<file path="config.mk">
export PLATFORM = sky130hd
export DESIGN_NAME = nvm_cmd_irq_regs
export DESIGN_NICKNAME = d
export VERILOG_FILES = /design/src/hdl/nvm_regs_pkg.sv /design/src/hdl/nvm_bus_if.sv /design/src/hdl/nvm_wb_front.sv /design/src/hdl/nvm_event_flags.sv /design/src/hdl/nvm_cmd_irq_regs.sv
export VERILOG_INCLUDE_DIRS = /design/src /design/src/hdl
export SDC_FILE = /design/constraint.sdc
export NUM_CORES = 1
export LEC_CHECK = 0
export BUFFER_PORTS_ARGS = -buffer_cell sky130_fd_sc_hd__buf_2
export CAP_MARGIN = 20
export CORE_AREA = 3 3 100 102
export CTS_BUF_LIST = sky130_fd_sc_hd__clkbuf_4 sky130_fd_sc_hd__clkbuf_8 sky130_fd_sc_hd__clkbuf_16
export CTS_CLUSTER_SIZE = 24
export DETAILED_ROUTE_END_ITERATION = 7
export DIE_AREA = 0 0 103 105
export HOLD_SLACK_MARGIN = 0.02
export PLACE_DENSITY = 0.83
export SLEW_MARGIN = 20
export SYNTH_ARGS = -nofsm -noshare
export SYNTH_HDL_FRONTEND = slang
export SYNTH_SLANG_ARGS = --single-unit
</file>
<file path="constraint.sdc">
create_clock -name clk_i -period 2.8 [get_ports clk_i]
set_input_delay 0.28 -clock clk_i [delete_from_list [all_inputs] [get_ports clk_i]]
set_output_delay 0.28 -clock clk_i [all_outputs]
set_load 0.01 [all_outputs]
</file>
<file path="src/hdl/nvm_regs_defs.svh">
// offsets, field positions and reset values of the flash command/irq registers
// assumes: included by bare name; definitions only
`ifndef NVM_REGS_DEFS_SVH
`define NVM_REGS_DEFS_SVH

// byte offsets on the register bus
`define NVM_OFS_CMD        8'h00
`define NVM_OFS_IRQ_EN     8'h04
`define NVM_OFS_STATUS     8'h08

// command register fields
`define NVM_CMD_OP_HI      31
`define NVM_CMD_OP_LO      24
`define NVM_CMD_PAGE_HI    19
`define NVM_CMD_PAGE_LO    0
`define NVM_CMD_WMASK      32'hff0f_ffff
`define NVM_CMD_OP_LANE    3

// per-bank half layout, bank one sits in the upper half
`define NVM_HALF_W         16
`define NVM_ILLEGAL_POS    15
`define NVM_CODE_HI        9
`define NVM_CODE_LO        8
`define NVM_EVT_HI         7
`define NVM_EVT_LO         1
`define NVM_BUSY_POS       0
`define NVM_IRQ_WMASK      32'h80fe_80fe

// reset values
`define NVM_RST_CMD        32'h0000_0000
`define NVM_RST_IRQ_EN     32'h0000_0000
`define NVM_RST_FLAGS      8'h00

`endif

</file>
<file path="src/hdl/nvm_regs_pkg.sv">
// types and field helpers shared by the flash register bank modules
// assumes: nvm_regs_defs.svh is on the include path
`include "nvm_regs_defs.svh"

package nvm_regs_pkg;

    typedef enum logic [1:0] {SEL_NONE, SEL_CMD, SEL_IRQ_EN, SEL_STATUS} reg_sel_t;

    // event order: 7 illegal, 6 done, 5 ecc2, 4 ecc1, 3 wear, 2 erase, 1 burn, 0 guard
    typedef logic [7:0] evt_t;

    // spread one bank's events onto its register half
    function automatic logic [15:0] pack_half(input evt_t ev);
        logic [15:0] h;
        h = '0;
        h[`NVM_ILLEGAL_POS] = ev[7];
        h[`NVM_EVT_HI:`NVM_EVT_LO] = ev[6:0];
        return h;
    endfunction : pack_half

    function automatic evt_t unpack_half(input logic [15:0] h);
        return {h[`NVM_ILLEGAL_POS], h[`NVM_EVT_HI:`NVM_EVT_LO]};
    endfunction : unpack_half

    // byte enables to a bit mask
    function automatic logic [31:0] lane_mask(input logic [3:0] be);
        return {{8{be[3]}}, {8{be[2]}}, {8{be[1]}}, {8{be[0]}}};
    endfunction : lane_mask

endpackage : nvm_regs_pkg

</file>
<file path="src/hdl/nvm_bus_if.sv">
// decoded register access between the bus front end and the register logic
// assumes: one clock; strobes last one cycle
`timescale 1ns/1ns
`default_nettype none

interface nvm_bus_if;
    import nvm_regs_pkg::*;
    logic        wr_stb;
    logic        rd_stb;
    reg_sel_t    sel;
    logic [31:0] wdata;
    logic [3:0]  be;
    logic [31:0] rdata;

    modport dec   (output wr_stb, output rd_stb, output sel, output wdata, output be,
                   input rdata);
    modport regs  (input wr_stb, input rd_stb, input sel, input wdata, input be,
                   output rdata);
    modport flags (input wr_stb, input sel, input wdata, input be);
endinterface : nvm_bus_if

`default_nettype wire

</file>
<file path="src/hdl/nvm_wb_front.sv">
// classic wishbone slave front end: decode, one-wait-state ack, read data flop
// assumes: synchronous active-high reset; master holds the request until ack
`timescale 1ns/1ns
`default_nettype none

module nvm_wb_front
    import nvm_regs_pkg::*;
#(
    parameter int ADDR_W = 8
) (
    input  wire logic              clk_i,
    input  wire logic              rst_i,
    input  wire logic              cyc_i,
    input  wire logic              stb_i,
    input  wire logic              we_i,
    input  wire logic [ADDR_W-1:0] adr_i,
    input  wire logic [3:0]        sel_i,
    input  wire logic [31:0]       dat_i,
    output logic                   ack_o,
    output logic [31:0]            dat_o,
    nvm_bus_if.dec                 bus
);
    typedef struct packed {
        logic        ack;
        logic [31:0] rdata;
    } front_t;

    front_t st_ff;
    front_t nxt_st;
    logic   req;

    // ack high for one cycle masks the held request, keeping each request single
    assign req        = cyc_i & stb_i & ~st_ff.ack;
    assign bus.wr_stb = req & we_i;
    assign bus.rd_stb = req & ~we_i;
    assign bus.wdata  = dat_i;
    assign bus.be     = sel_i;
    assign ack_o      = st_ff.ack;
    assign dat_o      = st_ff.rdata;

    // word address decode; unmapped reads zero, writes dropped
    always_comb begin
        unique case ({adr_i[ADDR_W-1:2], 2'b00})
            ADDR_W'(`NVM_OFS_CMD):    bus.sel = SEL_CMD;
            ADDR_W'(`NVM_OFS_IRQ_EN): bus.sel = SEL_IRQ_EN;
            ADDR_W'(`NVM_OFS_STATUS): bus.sel = SEL_STATUS;
            default:                  bus.sel = SEL_NONE;
        endcase
    end

    always_comb begin
        nxt_st       = st_ff;
        nxt_st.ack   = req;
        nxt_st.rdata = (req & ~we_i) ? bus.rdata : st_ff.rdata;
    end

    always_ff @(posedge clk_i) begin
        if (rst_i) begin
            st_ff <= '0;
        end else begin
            st_ff <= nxt_st;
        end
    end

    // refuse at elaboration a map too small for three word registers
    if (ADDR_W < 4) begin : g_addr_w_check
        $error("nvm_wb_front: ADDR_W too small for the register map");
    end
endmodule : nvm_wb_front

`default_nettype wire

</file>
<file path="src/hdl/nvm_event_flags.sv">
// sticky per-bank event flags, write-one-to-clear, masked into one irq level
// assumes: event inputs are synchronous one-cycle pulses or levels
`timescale 1ns/1ns
`default_nettype none

module nvm_event_flags
    import nvm_regs_pkg::*;
(
    input  wire logic        clk_i,
    input  wire logic        rst_i,
    input  wire evt_t        evt_b0_i,
    input  wire evt_t        evt_b1_i,
    input  wire logic [31:0] mask_i,
    output logic [31:0]      flags_o,
    output logic             irq_o,
    nvm_bus_if.flags         bus
);
    typedef struct packed {
        evt_t flag_b0;
        evt_t flag_b1;
        logic irq;
    } flags_t;

    flags_t      st_ff;
    flags_t      nxt_st;
    logic [31:0] clr;

    assign flags_o = {pack_half(st_ff.flag_b1), pack_half(st_ff.flag_b0)};
    assign irq_o   = st_ff.irq;

    // a new event beats a clear landing in the same cycle
    always_comb begin
        nxt_st = st_ff;
        clr    = '0;
        if (bus.wr_stb && bus.sel == SEL_STATUS) begin
            clr = bus.wdata & lane_mask(bus.be);
        end
        nxt_st.flag_b0 = (st_ff.flag_b0 & ~unpack_half(clr[`NVM_HALF_W-1:0])) | evt_b0_i;
        nxt_st.flag_b1 = (st_ff.flag_b1 & ~unpack_half(clr[31:`NVM_HALF_W])) | evt_b1_i;
        nxt_st.irq = |({pack_half(nxt_st.flag_b1), pack_half(nxt_st.flag_b0)} & mask_i);
    end

    always_ff @(posedge clk_i) begin
        if (rst_i) begin
            st_ff <= '{flag_b0: `NVM_RST_FLAGS, flag_b1: `NVM_RST_FLAGS, irq: 1'b0};
        end else begin
            st_ff <= nxt_st;
        end
    end
endmodule : nvm_event_flags

`default_nettype wire

</file>
<file path="src/hdl/nvm_cmd_irq_regs.sv">
// top of the flash command and interrupt-enable register bank
// assumes: classic wishbone master on clk_i; bank status inputs synchronous
`timescale 1ns/1ns
`default_nettype none

module nvm_cmd_irq_regs
    import nvm_regs_pkg::*;
#(
    parameter int ADDR_W = 8
) (
    input  wire logic              clk_i,
    input  wire logic              rst_i,
    input  wire logic              cyc_i,
    input  wire logic              stb_i,
    input  wire logic              we_i,
    input  wire logic [ADDR_W-1:0] adr_i,
    input  wire logic [3:0]        sel_i,
    input  wire logic [31:0]       dat_i,
    output logic                   ack_o,
    output logic [31:0]            dat_o,
    input  wire evt_t              evt_b0_i,
    input  wire evt_t              evt_b1_i,
    input  wire logic              busy_b0_i,
    input  wire logic              busy_b1_i,
    input  wire logic [1:0]        code_b0_i,
    input  wire logic [1:0]        code_b1_i,
    output logic [7:0]             cmd_code_o,
    output logic [19:0]            page_addr_o,
    output logic                   cmd_start_o,
    output logic                   irq_o
);
    typedef struct packed {
        logic [31:0] cmd;
        logic [31:0] irq_en;
        logic        start;
    } regs_t;

    regs_t       st_ff;
    regs_t       nxt_st;
    logic [31:0] flags;
    logic [31:0] status_rd;
    logic [31:0] bm;

    nvm_bus_if bus ();

    nvm_wb_front #(
        .ADDR_W (ADDR_W)
    ) u_front (
        .clk_i (clk_i),
        .rst_i (rst_i),
        .cyc_i (cyc_i),
        .stb_i (stb_i),
        .we_i  (we_i),
        .adr_i (adr_i),
        .sel_i (sel_i),
        .dat_i (dat_i),
        .ack_o (ack_o),
        .dat_o (dat_o),
        .bus   (bus.dec)
    );

    nvm_event_flags u_flags (
        .clk_i    (clk_i),
        .rst_i    (rst_i),
        .evt_b0_i (evt_b0_i),
        .evt_b1_i (evt_b1_i),
        .mask_i   (st_ff.irq_en),
        .flags_o  (flags),
        .irq_o    (irq_o),
        .bus      (bus.flags)
    );

    // outputs straight from the register flops
    assign cmd_code_o  = st_ff.cmd[`NVM_CMD_OP_HI:`NVM_CMD_OP_LO];
    assign page_addr_o = st_ff.cmd[`NVM_CMD_PAGE_HI:`NVM_CMD_PAGE_LO];
    assign cmd_start_o = st_ff.start;
    assign bm          = lane_mask(bus.be);

    // status word: sticky flags plus live busy and result code per bank
    always_comb begin
        status_rd = flags;
        status_rd[`NVM_BUSY_POS] = busy_b0_i;
        status_rd[`NVM_HALF_W + `NVM_BUSY_POS] = busy_b1_i;
        status_rd[`NVM_CODE_HI:`NVM_CODE_LO] = code_b0_i;
        status_rd[`NVM_HALF_W + `NVM_CODE_HI:`NVM_HALF_W + `NVM_CODE_LO] = code_b1_i;
    end

    // read mux; storage already holds zeros in reserved positions
    always_comb begin
        unique case (bus.sel)
            SEL_CMD:    bus.rdata = st_ff.cmd;
            SEL_IRQ_EN: bus.rdata = st_ff.irq_en;
            SEL_STATUS: bus.rdata = status_rd;
            SEL_NONE:   bus.rdata = 32'h0000_0000;
        endcase
    end

    // byte-lane writes; reserved bits are masked off so they never store
    always_comb begin
        nxt_st       = st_ff;
        nxt_st.start = 1'b0;
        if (bus.wr_stb && bus.sel == SEL_CMD) begin
            nxt_st.cmd = (st_ff.cmd & ~bm) | (bus.wdata & bm & `NVM_CMD_WMASK);
            // a new operation is launched when its code byte is written
            nxt_st.start = bus.be[`NVM_CMD_OP_LANE];
        end
        if (bus.wr_stb && bus.sel == SEL_IRQ_EN) begin
            // one enable per bank for each event, reserved slots dropped
            nxt_st.irq_en = (st_ff.irq_en & ~bm) | (bus.wdata & bm & `NVM_IRQ_WMASK);
        end
    end

    always_ff @(posedge clk_i) begin
        if (rst_i) begin
            st_ff <= '{cmd: `NVM_RST_CMD, irq_en: `NVM_RST_IRQ_EN, start: 1'b0};
        end else begin
            st_ff <= nxt_st;
        end
    end

    // refuse at elaboration a map too small for three word registers
    if (ADDR_W < 4) begin : g_addr_w_check
        $error("nvm_cmd_irq_regs: ADDR_W too small for the register map");
    end
endmodule : nvm_cmd_irq_regs

`default_nettype wire

</file>
==> results.sh <==
export IMPL_outcome="completed"
export IMPL_setup_viol=0
export IMPL_final_cell_mix="131 x buf_2, 115 x dfxtp_1, 94 x nor2_1, 44 x mux2i_1, 28 x a21oi_1"
export IMPL_async_flop_share_pct=0
export IMPL_fp_dieW_um=103
export IMPL_place_gp_congestion=0.850
export IMPL_cts_buffer_depth=2
export IMPL_initial_core_util_pct=53.9
export IMPL_slew_headroom_pct=50.1
export IMPL_path_class="reg2reg"
export IMPL_arrival_ns=2.59
export IMPL_synth_warnings=0
export IMPL_firstDrtPassIters=5
export IMPL_postCtsSetupBuffers=0
export IMPL_cp_end_kind="flop"
export IMPL_min_delay_start="dat_i[1]"
export IMPL_hold_viol=0
export IMPL_cp_start_kind="flop"
export IMPL_hold_class="in2reg"
export IMPL_max_vdd_ir_drop_mv=0.367
export IMPL_power_leakage_nw=3.09
export IMPL_vias=4319
export IMPL_fin_tns_setup_ns=0
export IMPL_period_needed_ns=2.14
export IMPL_slowest_delay_ns=0.66
export IMPL_vias_per_cell=5.65
export IMPL_multiInputGateArea_um2=2260
export IMPL_cts_buffers_inserted=17
export IMPL_fin_area_um2=6310
export IMPL_drv_slew=0
export IMPL_cp_required_ns=3.25
export IMPL_num_antenna_cells=0
export IMPL_htree_levels=4
export IMPL_syn_area_per_cell_um2=9.62
export IMPL_mostFrequentLayoutCell="buf_2"
export IMPL_crit_slowest_cell="nor3_2"
export IMPL_synth_distinct_cells=47
export IMPL_fin_skew_ns=0.00852
export IMPL_fp_row_count=35
export IMPL_cts_root_buffer="clkbuf_8"
export IMPL_ant_nets=0
export IMPL_crit_start="u_front.ack_o$_SDFF_PP0_"
export IMPL_layout_drive_gt1_share_pct=33.1
export IMPL_maxCapViolCount=0
export IMPL_grt_pass1_wl_um=21800
export IMPL_fmax_mhz=467
export IMPL_dieArea_um2=10800
export IMPL_p_per_area_nw_per_um2=668
export IMPL_die_h_um=105
export IMPL_wirelength_um=13600
export IMPL_wire_per_inst_um=17.8
export IMPL_synth_fp_nets=586
export IMPL_cts_resized=0
export IMPL_clkTransAtPathRegs_ns=0.06
export IMPL_synth_edf_count=0
export IMPL_grt_max_degree=38
export IMPL_portBuffers=131
export IMPL_dp_hpwl_um=9260
export IMPL_clock_sinks=115
export IMPL_area_growth_pct=27.4
export IMPL_tightest_slew_ns=0.748
export IMPL_synth_seq_cells=115
export IMPL_cts_tree="yes"
export IMPL_fin_nets=711
export IMPL_cp_cell_sequence="nand3b_1 -> or2_2 -> nor3_2 -> a22oi_1 -> nor2_1"
export IMPL_synth_cells=515
export IMPL_ys_flop_type="dfxtp_1"
export IMPL_num_io_pins=134
export IMPL_dpl_instance_area_um2=5490
export IMPL_track_usage_pct=26.0
export IMPL_grt_pass1_vias=4474
export IMPL_route_detailed_drc=0
export IMPL_r2r_start="u_front.ack_o$_SDFF_PP0_"
export IMPL_cp_max_fo=33
export IMPL_grt_overflow=0
export IMPL_syn_area_um2=4950
export IMPL_fp_coreArea_um2=9200
export IMPL_antenna_found_initial=0
export IMPL_nFillCells=707
export IMPL_drtIter0Drc=256
export IMPL_seq_area_um2=2300
export IMPL_period_share_pct=76.4
export IMPL_postCtsHoldBufs=20
export IMPL_rsz0062_at_grt="false"
export IMPL_insertion_delay_ns=0.51
export IMPL_ys_seq_area_share_pct=46.5
metrics by stage:
| stage | util (%) | cells | power [mW] | setup WS [ns] | hold WS, ns |
|---|---|---|---|---|---|
| finish | 68.6 | 764 | 4.21 | 0.661 | 0.0300 |
| global route | 68.6 | 764 | 4.33 | 0.464 | 0.0367 |
| CTS | 68.6 | 764 | 4.22 | 0.646 | 0.0202 |
| detailed placement | 59.7 | 712 | 1.97 | 0.390 | 0.442 |
| global placement | 59.7 | 712 | 1.96 | 0.500 | 0.437 |
| floorplan | - | 515 | 1.85 | 0.900 | 0.401 |
report_power, final:
part,internal [mW],leakage (nW),switching [mW]
Combinational,0.123,1.86,0.151
Clock,1.48,0.297,0.773
Sequential,1.67,0.934,0.0190
Total,3.27,3.09,0.943
synth_stat cells (2+ instances only):
master	instances	area share, %
o41a_1	3	0.68
buf_6	2	0.45
and3b_1	5	0.88
and2_1	26	3.3
buf_2	3	0.30
dfxtp_1	115	46
nor2_1	95	7.2
o21ai_1	2	0.20
nand3_4	5	1.8
a21oi_1	28	2.8
mux2_2	10	2.3
nand2_1	9	0.68
inv_1	4	0.30
a221o_1	10	2.0
a31oi_1	3	0.38
o221a_2	3	0.68
buf_4	33	5.0
nand3b_1	2	0.30
o21ai_0	7	0.71
a221o_2	12	2.7
clkbuf_1	21	1.6
a21boi_0	2	0.30
nand2b_1	2	0.25
a41oi_1	5	0.88
nand3_1	4	0.40
mux2i_1	44	8.9
a22oi_1	14	2.1
nor3_1	26	2.6
and3_1	2	0.25
worst max-delay path, delay by kind of cell (launching register included):
family             cells  cell delay [ns]
AOI/OAI and AO/OA      1             0.16
and+or+nand+nor        4             1.58
DFF                    1             0.33
final cells by class:
| class | instances | area share (%) |
|---|---|---|
| Clock buffer | 19 | 6.90 |
| Sequential cell | 115 | 36.5 |
| Inverter | 4 | 0.238 |
| Timing Repair Buffer | 166 | 15.4 |
| Tap cell | 111 | 2.20 |
| Clock inverter | 13 | 2.92 |
| Multi-Input combinational cell | 336 | 35.9 |
per-layer routing:
layer	wire (um)	vias to the layer above	global-route usage, %
met3	1000	22	6.81
li1	-	2063	-
met4	217	0	9.81
met1	5590	2051	31.6
met5	0	-	0
met2	6780	183	43.3
worst paths after layout:
kind / to / slack, ns / depth (start not counted)
setup reg to reg: u_front.dat_o[13]$_SDFFE_PP0P_ / 0.66 / 5
hold / removal: flop / 0.03 / 3
setup / recovery: u_front.dat_o[13]$_SDFFE_PP0P_ / 0.66 / 5
hold reg to reg: st_ff[30]$_SDFFE_PP0P_ / 0.46 / 1
logic make-up (layout without fill, tap and decap cells):
| kind of cell | after synthesis | in the layout | share of synthesized area (%) |
|---|---|---|---|
| simple gates | 189 | 189 | 20.1 |
| flops | 115 | 115 | 46.5 |
| compound gates | 93 | 93 | 14.3 |
| buf+inv | 64 | 202 | 7.96 |
| mux | 54 | 54 | 11.2 |
Power figures use the tool's default switching activity.
